$ cat src/switch_global_pkg.sv
// shared constants for the global control and storm rate register bank
`default_nettype none
package switch_global_pkg;
  // register port, storm rate, vid and timer widths
  localparam int unsigned ADDR_W   = 8;
  localparam int unsigned DATA_W   = 8;
  localparam int unsigned RATE_W   = 11;
  localparam int unsigned VID_W    = 12;
  localparam int unsigned TIMER_W  = 24;
  // register offsets
  localparam logic [7:0] OFF_P3_MII_STORM_HI = 8'h06;
  localparam logic [7:0] OFF_STORM_RATE_LOW  = 8'h07;
  localparam logic [7:0] OFF_FACTORY_TEST_A  = 8'h08;
  localparam logic [7:0] OFF_FACTORY_TEST_B  = 8'h09;
  localparam logic [7:0] OFF_FACTORY_TEST_C  = 8'h0A;
  // field positions in the port 3 mii / storm high register
  localparam int unsigned BIT_FLOW_EN    = 5;
  localparam int unsigned BIT_MII_10BT   = 4;
  localparam int unsigned BIT_NULL_VID   = 3;
  localparam int unsigned RATE_HI_MSB    = 2;
  // reset values
  localparam logic [2:0] RST_RATE_HI     = 3'h0;
  localparam logic [7:0] RST_RATE_LOW    = 8'h63;
  localparam logic       RST_NULL_VID    = 1'b0;
  localparam logic       RST_FLOW_EN     = 1'b1;
  localparam logic       RST_MII_10BT    = 1'b0;
  localparam logic [7:0] RST_FACTORY_A   = 8'h00;
  localparam logic [7:0] RST_FACTORY_B   = 8'h24;
  localparam logic [7:0] RST_FACTORY_C   = 8'h35;
  localparam logic [7:0] RDATA_UNMAPPED  = 8'h00;
  // storm interval timing at the 20 MHz system clock
  localparam longint CLK_HZ             = 20_000_000;
  localparam longint STORM_T100_MS      = 67;
  localparam longint STORM_T10_MS       = 500;
  localparam longint STORM_T100_CYC     = STORM_T100_MS * CLK_HZ / 1000;
  localparam longint STORM_T10_CYC      = STORM_T10_MS * CLK_HZ / 1000;
  // true once a port has used up its block allowance
  function automatic logic rate_spent(input logic [RATE_W-1:0] cnt,
                                      input logic [RATE_W-1:0] rate);
    return cnt >= rate;
  endfunction
endpackage
`default_nettype wire

$ cat src/cfg_if.sv
// configuration carrier from the register bank to its helper modules
`timescale 1ns/1ps
`default_nettype none
interface cfg_if;
  logic [10:0] rate;          // storm allowance in 64-byte blocks
  logic [23:0] interval_100;  // interval length, 100 Mbps links
  logic [23:0] interval_10;   // interval length, 10 Mbps links
  logic        null_vid_en;   // substitute port vid for null vid
  modport src  (output rate, output interval_100, output interval_10, output null_vid_en);
  modport sink (input rate, input interval_100, input interval_10, input null_vid_en);
endinterface
`default_nettype wire

$ cat src/switch_global_control_storm_rate.sv
// global switch control registers: port 3 mii, null vid, storm rate
`timescale 1ns/1ps
`default_nettype none
module switch_global_control_storm_rate
  import switch_global_pkg::*;
#(
  parameter int unsigned NPORTS       = 3,
  // interval lengths in clocks; shorten for simulation
  parameter int unsigned INTERVAL_100 = int'(STORM_T100_CYC),
  parameter int unsigned INTERVAL_10  = int'(STORM_T10_CYC)
) (
  input  wire logic                              clk,
  input  wire logic                              rst,
  // register access port
  input  wire logic [switch_global_pkg::ADDR_W-1:0] reg_addr,
  input  wire logic                              reg_wr,
  input  wire logic [switch_global_pkg::DATA_W-1:0] reg_wdata,
  input  wire logic                              reg_rd,
  output logic [switch_global_pkg::DATA_W-1:0]   reg_rdata,
  output logic                                   reg_rvalid,
  // strap pins, sampled once after reset
  input  wire logic                              port1_led_strap_b,
  input  wire logic                              port1_flow_strap_pin,
  input  wire logic                              port3_speed_strap_pin,
  input  wire logic                              port1_speed_strap_pin,
  // mii configuration to the mac side
  output logic                                   port3_flow_en,
  output logic                                   port3_mii_10bt,
  output logic                                   port1_flow_en,
  output logic                                   port1_mii_10bt,
  // storm limiter, one lane per input port
  input  wire logic [NPORTS-1:0]                 link_10bt,
  input  wire logic [NPORTS-1:0]                 blk_valid,
  input  wire logic [NPORTS-1:0]                 blk_bcast,
  output logic [NPORTS-1:0]                      blk_drop,
  output logic [NPORTS-1:0]                      storm_spent,
  // vlan id path
  input  wire logic                              vid_valid,
  input  wire logic [switch_global_pkg::VID_W-1:0] vid_in,
  input  wire logic [switch_global_pkg::VID_W-1:0] port_vid,
  output logic                                   vid_out_valid,
  output logic [switch_global_pkg::VID_W-1:0]    vid_out
);
  import switch_global_pkg::*;

  ////////////////////////////////////////////////////////////////
  // declarations

  // strap capture
  logic              strap_done_q;   // straps taken, registers live

  // port 3 mii / storm high register fields
  logic              flow_en_q;      // full-duplex pause on port 3
  logic              mii_10bt_q;     // port 3 at 10 Mbps
  logic              null_vid_q;     // null vid substitution
  logic [2:0]        rate_hi_q;      // storm rate bits 10..8

  // storm rate low register
  logic [7:0]        rate_lo_q;      // storm rate bits 7..0

  // port 1 strap copies, no register behind them
  logic              p1_flow_q;      // port 1 pause enable
  logic              p1_10bt_q;      // port 1 at 10 Mbps

  // register read path
  logic [DATA_W-1:0] rdata_d;        // decoded read value
  logic [DATA_W-1:0] rdata_q;        // registered read value
  logic              rvalid_q;       // read answer strobe
  // factory test values are constants and need no storage

  // write decode strobes
  // both strobes come from the wr_hit helper below
  logic              wr_mii_hi;      // write to offset 0x06
  logic              wr_rate_lo;     // write to offset 0x07

  // carrier to the helpers
  cfg_if             cfg ();

  ////////////////////////////////////////////////////////////////
  // write decode

  // one offset hit by a write, only once the straps are in;
  // the gate keeps a write on the capture edge from racing the pins
  function automatic logic wr_hit(input logic                wr,
                                  input logic                live,
                                  input logic [ADDR_W-1:0]   addr,
                                  input logic [ADDR_W-1:0]   off);
    return wr && live && (addr == off);
  endfunction

  // factory test offsets have no strobe: writes are dropped
  assign wr_mii_hi  = wr_hit(reg_wr, strap_done_q, reg_addr, OFF_P3_MII_STORM_HI);
  assign wr_rate_lo = wr_hit(reg_wr, strap_done_q, reg_addr, OFF_STORM_RATE_LOW);

  ////////////////////////////////////////////////////////////////
  // strap capture

  // asynchronous reset may only load constants, so the pins
  // are caught by the first clock edge after release instead
  // and writes on that same edge are dropped by the decode
  always_ff @(posedge clk or posedge rst) begin
    if (rst) begin
      strap_done_q <= 1'b0;
    end else begin
      strap_done_q <= 1'b1;
    end
  end

  ////////////////////////////////////////////////////////////////
  // port 3 flow control enable

  // pin is pulled up inside, so an open pin leaves pause on
  // software may override the strap from the second edge on
  always_ff @(posedge clk or posedge rst) begin
    if (rst) begin
      flow_en_q <= RST_FLOW_EN;
    end else if (!strap_done_q) begin
      flow_en_q <= port1_led_strap_b;
    end else if (wr_mii_hi) begin
      flow_en_q <= reg_wdata[BIT_FLOW_EN];
    end
  end

  ////////////////////////////////////////////////////////////////
  // port 3 speed select

  // pin pulled down inside, so default is 100 Mbps
  // the strap sets the start value, a write may change it later
  always_ff @(posedge clk or posedge rst) begin
    if (rst) begin
      mii_10bt_q <= RST_MII_10BT;
    end else if (!strap_done_q) begin
      mii_10bt_q <= port3_speed_strap_pin;
    end else if (wr_mii_hi) begin
      mii_10bt_q <= reg_wdata[BIT_MII_10BT];
    end
  end

  ////////////////////////////////////////////////////////////////
  // port 1 strap copies

  // port 1 speed pin reads the other way round: high is 100
  // no register holds these, so only a fresh reset can change them
  always_ff @(posedge clk or posedge rst) begin
    if (rst) begin
      p1_flow_q <= RST_FLOW_EN;
      p1_10bt_q <= RST_MII_10BT;
    end else if (!strap_done_q) begin
      p1_flow_q <= port1_flow_strap_pin;
      p1_10bt_q <= ~port1_speed_strap_pin;
    end
  end

  ////////////////////////////////////////////////////////////////
  // null vid replacement enable

  // no strap behind this bit, it starts off
  always_ff @(posedge clk or posedge rst) begin
    if (rst) begin
      null_vid_q <= RST_NULL_VID;
    end else if (wr_mii_hi) begin
      null_vid_q <= reg_wdata[BIT_NULL_VID];
    end
  end

  ////////////////////////////////////////////////////////////////
  // storm rate fields

  // default 0x063 is about one percent of min-size 100 Mbps load
  // the high bits share offset 0x06 with the mii bits
  always_ff @(posedge clk or posedge rst) begin
    if (rst) begin
      rate_hi_q <= RST_RATE_HI;
    end else if (wr_mii_hi) begin
      rate_hi_q <= reg_wdata[RATE_HI_MSB:0];
    end
  end

  // the low byte has an offset of its own
  always_ff @(posedge clk or posedge rst) begin
    if (rst) begin
      rate_lo_q <= RST_RATE_LOW;
    end else if (wr_rate_lo) begin
      rate_lo_q <= reg_wdata;
    end
  end

  // the two halves are written separately, so software sees a
  // short mixed rate between its two writes; harmless for storms
  // a careful driver writes the high half first when lowering

  ////////////////////////////////////////////////////////////////
  // read decode

  // bits 7 and 6 of offset 0x06 are reserved and read zero
  always_comb begin
    rdata_d = RDATA_UNMAPPED;
    unique case (reg_addr)
      OFF_P3_MII_STORM_HI: begin
        rdata_d[BIT_FLOW_EN]     = flow_en_q;
        rdata_d[BIT_MII_10BT]    = mii_10bt_q;
        rdata_d[BIT_NULL_VID]    = null_vid_q;
        rdata_d[RATE_HI_MSB:0]   = rate_hi_q;
      end
      OFF_STORM_RATE_LOW: begin
        rdata_d = rate_lo_q;
      end
      // factory test values are constants, nothing can move them
      OFF_FACTORY_TEST_A: begin
        rdata_d = RST_FACTORY_A;
      end
      OFF_FACTORY_TEST_B: begin
        rdata_d = RST_FACTORY_B;
      end
      OFF_FACTORY_TEST_C: begin
        rdata_d = RST_FACTORY_C;
      end
      default: begin
        rdata_d = RDATA_UNMAPPED;
      end
    endcase
  end

  ////////////////////////////////////////////////////////////////
  // read answer, one clock after the strobe
  // data holds between reads, so a late look still finds it

  always_ff @(posedge clk or posedge rst) begin
    if (rst) begin
      rdata_q  <= '0;
      rvalid_q <= 1'b0;
    end else begin
      rvalid_q <= reg_rd;
      if (reg_rd) begin
        rdata_q <= rdata_d;
      end
    end
  end

  assign reg_rdata  = rdata_q;
  assign reg_rvalid = rvalid_q;

  ////////////////////////////////////////////////////////////////
  // configuration outputs

  // mac side pause logic follows this level directly
  // port 1 results are pins only, software cannot read them
  assign port3_flow_en  = flow_en_q;
  assign port3_mii_10bt = mii_10bt_q;
  assign port1_flow_en  = p1_flow_q;
  assign port1_mii_10bt = p1_10bt_q;

  ////////////////////////////////////////////////////////////////
  // carrier drive

  // interval lengths are fixed at build time, not by software
  // eleven bit rate: three high bits above the low byte
  assign cfg.rate         = {rate_hi_q, rate_lo_q};
  assign cfg.interval_100 = INTERVAL_100[TIMER_W-1:0];
  assign cfg.interval_10  = INTERVAL_10[TIMER_W-1:0];
  assign cfg.null_vid_en  = null_vid_q;

  ////////////////////////////////////////////////////////////////
  // one storm limiter per input port

  // separate timers cost area but let each port keep its own
  // speed-dependent interval without a shared divider
  // a lane at its limit drops broadcast blocks only
  for (genvar p = 0; p < NPORTS; p++) begin : g_storm
    storm_port_limiter u_lim (
      .clk       (clk),
      .rst       (rst),
      .cfg       (cfg),
      .link_10bt (link_10bt[p]),
      .blk_valid (blk_valid[p]),
      .blk_bcast (blk_bcast[p]),
      .blk_drop  (blk_drop[p]),
      .spent     (storm_spent[p])
    );
  end

  ////////////////////////////////////////////////////////////////
  // null vid substitution on the tag path
  // one clock of latency, valid travels with the id

  null_vid_replacer u_vid (
    .clk           (clk),
    .rst           (rst),
    .cfg           (cfg),
    .vid_valid     (vid_valid),
    .vid_in        (vid_in),
    .port_vid      (port_vid),
    .vid_out_valid (vid_out_valid),
    .vid_out       (vid_out)
  );

endmodule // switch_global_control_storm_rate
`default_nettype wire

$ cat src/storm_port_limiter.sv
// per-port broadcast block counter with its own interval timer
`timescale 1ns/1ps
`default_nettype none
module storm_port_limiter
  import switch_global_pkg::*;
(
  input  wire logic        clk,
  input  wire logic        rst,
  cfg_if.sink              cfg,
  input  wire logic        link_10bt,  // port runs at 10 Mbps
  input  wire logic        blk_valid,  // one 64-byte block offered
  input  wire logic        blk_bcast,  // block belongs to broadcast frame
  output logic             blk_drop,   // discard this block
  output logic             spent       // allowance used up this interval
);
  logic [TIMER_W-1:0] timer_q;  // cycles left in interval
  logic [RATE_W-1:0]  cnt_q;    // broadcast blocks passed this interval
  logic               wrap;     // interval ends this cycle

  assign wrap     = (timer_q == '0);
  assign spent    = rate_spent(cnt_q, cfg.rate);
  // full allowance means broadcast data goes to the floor
  assign blk_drop = blk_valid & blk_bcast & spent;

  ////////////////////////////////////////////////////////////////
  // interval timer, length follows the port speed
  always_ff @(posedge clk or posedge rst) begin
    if (rst) begin
      timer_q <= '0;
    end else if (wrap) begin
      timer_q <= (link_10bt ? cfg.interval_10 : cfg.interval_100) - 24'h000001;
    end else begin
      timer_q <= timer_q - 24'h000001;
    end
  end

  ////////////////////////////////////////////////////////////////
  // block counter; clear at interval start wins over a block
  always_ff @(posedge clk or posedge rst) begin
    if (rst) begin
      cnt_q <= '0;
    end else if (wrap) begin
      cnt_q <= '0;
    end else if (blk_valid && blk_bcast && !spent) begin
      cnt_q <= cnt_q + 11'h001;
    end
  end
endmodule // storm_port_limiter
`default_nettype wire

$ cat src/null_vid_replacer.sv
// swaps a null vlan id for the port default vid, one cycle latency
`timescale 1ns/1ps
`default_nettype none
module null_vid_replacer
  import switch_global_pkg::*;
(
  input  wire logic             clk,
  input  wire logic             rst,
  cfg_if.sink                   cfg,
  input  wire logic             vid_valid,
  input  wire logic [VID_W-1:0] vid_in,
  input  wire logic [VID_W-1:0] port_vid,
  output logic                  vid_out_valid,
  output logic [VID_W-1:0]      vid_out
);
  ////////////////////////////////////////////////////////////////
  // registered substitution
  always_ff @(posedge clk or posedge rst) begin
    if (rst) begin
      vid_out_valid <= 1'b0;
      vid_out       <= '0;
    end else begin
      vid_out_valid <= vid_valid;
      if (vid_valid) begin
        // null id kept as is unless replacement enabled
        vid_out <= (cfg.null_vid_en && vid_in == '0) ? port_vid : vid_in;
      end
    end
  end
endmodule // null_vid_replacer
`default_nettype wire

$ cat config.mk
export PLATFORM = sky130hd
export DESIGN_NAME = switch_global_control_storm_rate
export DESIGN_NICKNAME = d
export VERILOG_FILES = /design/src/switch_global_pkg.sv /design/src/cfg_if.sv /design/src/switch_global_control_storm_rate.sv /design/src/storm_port_limiter.sv /design/src/null_vid_replacer.sv
export SDC_FILE = /design/constraint.sdc
export NUM_CORES = 1
export LEC_CHECK = 0
export BUFFER_PORTS_ARGS = -buffer_cell sky130_fd_sc_hd__buf_2
export CAP_MARGIN = 25
export CORE_AREA = 2 2 150 152
export DETAILED_ROUTE_END_ITERATION = 8
export DIE_AREA = 0 0 152 154
export GPL_ROUTABILITY_DRIVEN = 0
export GPL_TIMING_DRIVEN = 1
export SETUP_SLACK_MARGIN = 0.3
export SYNTH_ARGS = -nofsm -noshare
export SYNTH_HDL_FRONTEND = slang
export SYNTH_SLANG_ARGS = --single-unit
$ cat constraint.sdc
create_clock -name clk -period 6 [get_ports clk]
set_clock_uncertainty 0.2 [all_clocks]
set_input_delay 0.6 -clock clk [delete_from_list [all_inputs] [get_ports clk]]
set_output_delay 0.6 -clock clk [all_outputs]
set_load 0.02 [all_outputs]
* Word-level counts from Yosys, hierarchy flattened
Cells that the tools add are included.
Storage, ports and cells: register bits after elaboration 144, input bits 58, output and inout bits 32, logic and storage cells 81
Operators by class: add/subtract/negate cells 9, $lt $le $gt $ge 3, eq/ne operators 5, multiplexer cells 19, bitwise logic cells 7, reductions and logical operators 20
Operators by type and width (count):
- $mux W24 | 6
- $sub A24 B1 Y24 const B | 6
- $logic_not A24 Y1 | 3
- $mux W11 | 6
- $add A11 B1 Y11 const B | 3
- $ge A11 B11 Y1 | 3
- $pmux W6 S4 | 1
- $eq A8 B3 Y1 const B | 2
- $eq A8 B4 Y1 const B | 2
- $logic_not A12 Y1 | 1
- $mux W12 | 1
- $logic_and A1 B1 Y1 | 10
- $and A1 B1 Y1 | 6
- $reduce_bool A2 Y1 | 3
- $mux W1 | 4
- $logic_not A1 Y1 | 3
- $mux W2 | 1
- $ne A2 B1 Y1 const B | 1
- $not A1 Y1 | 1

* Longest topological paths before layout
depth after elaboration 5, gate-level depth with buffers 9, mapped depth without buffers 8

* Modules after synthesis
From an unflattened synthesis, not the netlist that was laid out.
Unflattened totals: cells, all modules 1179, area total of the unflattened synthesis 10626.4 µm²
By module, submodules not included:
- storm_port_limiter (g_storm[0].u_lim ...) | times used 2, cells each 337, area an instance 2906.5 µm²
- storm_port_limiter (g_storm[2].u_lim) | times used 1, cells each 338, area an instance 2889.0 µm²
- switch_global_control_storm_rate | times used 1, cells each 109, area an instance 1275.0 µm²
- null_vid_replacer | times used 1, cells each 58, area an instance 649.4 µm²

* Worst setup path after synthesis
Ideal clock, no wire load.
path kind reg-to-output, from reg rate_lo_q[0], to out blk_drop[2], arrival time 2277 ps, setup slack 2923 ps, stages on the path, launching flop included 9, buffers on the path 2, path through dfstp_2 -> ha_1 -> nand2b_1 -> a211o_1 -> a2111oi_4 -> o21ai_1 -> clkbuf_1 -> and2_1 -> buf_4
Between the ends: longest elaborated chain between the ends 2
RTL lines:
- start, declared | line switch_global_control_storm_rate.sv:59 | logic [7:0] rate_lo_q;
- start signal, assigned | line switch_global_control_storm_rate.sv:184 | rate_lo_q <= reg_wdata;
- $ge A11 B11 Y1 | line switch_global_pkg.sv:40 | return cnt >= rate;
- named net g_storm[2].u_lim.spent | line storm_port_limiter.sv:14 | output logic spent
- $and A1 B1 Y1 | line storm_port_limiter.sv:23 | assign blk_drop = blk_valid & blk_bcast & spent;
- end, declared | line switch_global_control_storm_rate.sv:35 | output logic [NPORTS-1:0] blk_drop,
The timed path passes the listed nets, and every way through them passes these cells.

* Final worst setup path
from reg rate_lo_q[0], to out blk_drop[2]
Between the ends: longest elaborated chain between the ends 2
RTL lines (line):
- $ge A11 B11 Y1 | switch_global_pkg.sv:40
- $and A1 B1 Y1 | storm_port_limiter.sv:23
Every way passes these cells.

==> metrics <==
vias in the first global route=5643; status=complete, no violations; hold_ws=0.135 ns; CTS clk-pin slew, worst paths=0.06 ns; Detailed Route Iter0 Violations=271; Fill cells=2104; worst-path fanout max=14; HP Class=in -> async; largest net degree at the start of global routing=85; Vias=5647; Clock Path Buffers=2; DR DRC count=0; Synth cell types=59; Yosys reg bits=144; sequential area share after synthesis=48.4%; TritonRoute pass-1 iters=4; non-filler cells, final=1143; Die W=152 um; Nets=947; kind of critical path=reg -> out; TritonCTS buffer count=17; worst-skew pair later-pin latency=0.42 ns; Die Y-Extent=154 um; buffer count from post-CTS setup fixing=0; Period Utilization, post-route=61.8%; Max Cap Violations=0; TNS Setup=0 ns; Avg WL per Cell=13.8 um; Final Hold Vio Count=0; leakage=0.00406 uW; core footprint=21700 um2; CTS tree=built; RSZ-0062 raised after global routing=no; buffers added on ports=89; diodes inserted=0; slew margin rel.=31.8%; number of core rows=54; PostCTS Resize Cnt=0; final setup fails=0; Fmax achieved=270 MHz; CP Capture Type=output port; ANT nets after route=0; H-tree depth=4; Starting Density=34.4%; CP required=5.20 ns; yosys warns=0; Place WS=2.65 ns; commonest non-fill, non-tap cells in the layout=138 x dfrtp_1, 89 x buf_2, 86 x nor2_1; Post-synth EDFFs=0; vias per cell=4.94; PD cells=284 nW/um2; first-pass GRT wire length=27.5 mm; TritonCTS Sinks=144; Post-Synthesis Net Count=860; commonest non-fill, non-tap cell in the layout=dfrtp_1; Mapped Area=7460 um2; CP Launch Type=flip-flop; GRT overflow=0; clock root buffer master=clkbuf_16; fin crit period=3.71 ns; worst slew pin tran=1.02 ns; CP arrival=2.91 ns; layout cells sized above 1=17.5%; IO Count=90; multi-input gate area in the final layout=3600 um2; Pwr Total=2490 uW; Mapped Cells=763; initial antenna violation count=0; total track usage=14.2%; Placed Instances=1111; most frequently used flop master after synthesis=dfrtp_1; final worst setup slack=2.29 ns; final WL=15.7 mm; number of hold buffers added after cts=0; Final HPWL DP=11.1 mm; Layout area overhead=17.6%; Synth async-reset ratio=100%; register area=3610 um2; Max Slew Vio Count=0; VDD IR max=183 uV; synthesized area per cell=9.78 um2; DIE AREA=23400 um2
==> kinds of logic (layout without fill, tap and decap cells) <==
group	count (synthesis)	in the layout	synth area share, %
buffers and inverters	58	158	3.37
AOI/OAI and AO/OA	142	142	11.3
DFF	144	144	48.4
and+or+nand+nor	303	303	21.0
other	1	1	0.0503
muxes	12	12	1.78
xor gates and xnor gates	64	64	7.51
adders and majority gates	39	39	6.54
==> worst paths after layout <==
| kind | from | to | slack (ns) | cells past startpoint |
|---|---|---|---|---|
| worst min register to register | g_storm[0].u_lim.timer_q[0] | g_storm[0].u_lim.timer_q[0] | 0.26 | 1 |
| min in group clk | port1_speed_strap_pin | port1_mii_10bt | 0.17 | 2 |
| worst max register to register | g_storm[1].u_lim.timer_q[1] | g_storm[1].u_lim.timer_q[5] | 2.62 | 6 |
| worst max-delay path | rate_lo_q[0] | blk_drop[2] | 2.29 | 7 |
| worst min-delay path | rst | g_storm[2].u_lim.timer_q[8] | 0.13 | 2 |
| max in group asynchronous | rst | g_storm[2].u_lim.cnt_q[8] | 4.17 | 3 |
==> synthesized netlist by cell type, types with 3 or more instances <==
master     count  share of area (%)
dfstp_2        6                2.1
or4_1          9               0.91
a21oi_1       61                4.1
nand2b_1       6               0.50
nor4_1        14                1.2
or4_4          4               0.60
xnor2_1       15                1.8
xor2_1        49                5.8
nor2b_1        8               0.67
nor3_1        22                1.5
clkbuf_1      13               0.65
o31ai_1        9               0.91
o21ai_0       39                2.6
a31oi_1        3               0.25
o22ai_1        5               0.42
inv_1         34                1.7
o2111ai_1      4               0.47
and2_1         4               0.34
nor2_1        86                4.3
ha_1          39                6.5
and3_1        10               0.84
nand2_1       66                3.3
and4_1         4               0.47
nand3b_1       3               0.30
buf_2          3               0.20
mux2_2        10                1.5
dfrtp_1      138                 46
nand4_1       12                1.0
nand3_1       27                1.8
or3_1         11               0.92
buf_4          8               0.80
a21o_1         3               0.30
==> through the flow <==
step	utilization, %	instance area, um2
2_1_floorplan	-	7460
3_3_place_gp	37.6	8160
3_5_place_dp	37.6	8160
4_1_cts	40.5	8780
5_1_grt	40.5	8780
6_report	40.5	8780
==> cell type report <==
| cell class | instances | share of cell area [%] |
|---|---|---|
| timing repair buffer | 92 | 5.33 |
| clock buffer | 21 | 5.25 |
| inverter | 34 | 1.51 |
| clock inverter | 11 | 1.75 |
| sequential | 144 | 41.1 |
| tap | 280 | 3.99 |
| multi-input combinational | 561 | 41.0 |
==> report_power, final <==
group	switching, uW	internal [uW]
Sequential	78.2	1040
Combinational	161	116
Clock	415	681
==> metal layers <==
| metal | wire (um) | up-vias | GRT usage (%) |
|---|---|---|---|
| li1 | - | 2874 | - |
| met1 | 7780 | 2664 | 19.8 |
| met2 | 7170 | 88 | 22.0 |
| met3 | 557 | 21 | 3.21 |
| met4 | 216 | 0 | 4.45 |
| met5 | 0 | - | 0 |
==> critical path, stage by stage, from the launching register on <==
cell       delay (ns)
dfstp_2          0.57
ha_1             0.23
nand2b_1         0.14
a211o_1          0.32
a2111oi_4        0.45
o21ai_1          0.35
and2_1           0.28
buf_2            0.15
==> flip-flops by register name, indices dropped and copies added, names as in the netlist <==
name / flops
rate_hi_q: 3
port1_flow_en: 1
strap_done_q: 1
g_storm.u_lim.timer_q: 72
cfg.null_vid_en: 1
reg_rvalid: 1
g_storm.u_lim.cnt_q: 33
port1_mii_10bt: 1
u_vid.vid_out: 12
port3_mii_10bt: 1
port3_flow_en: 1
u_vid.vid_out_valid: 1
rate_lo_q: 8
reg_rdata: 8
Power figures use the tool's default switching activity.
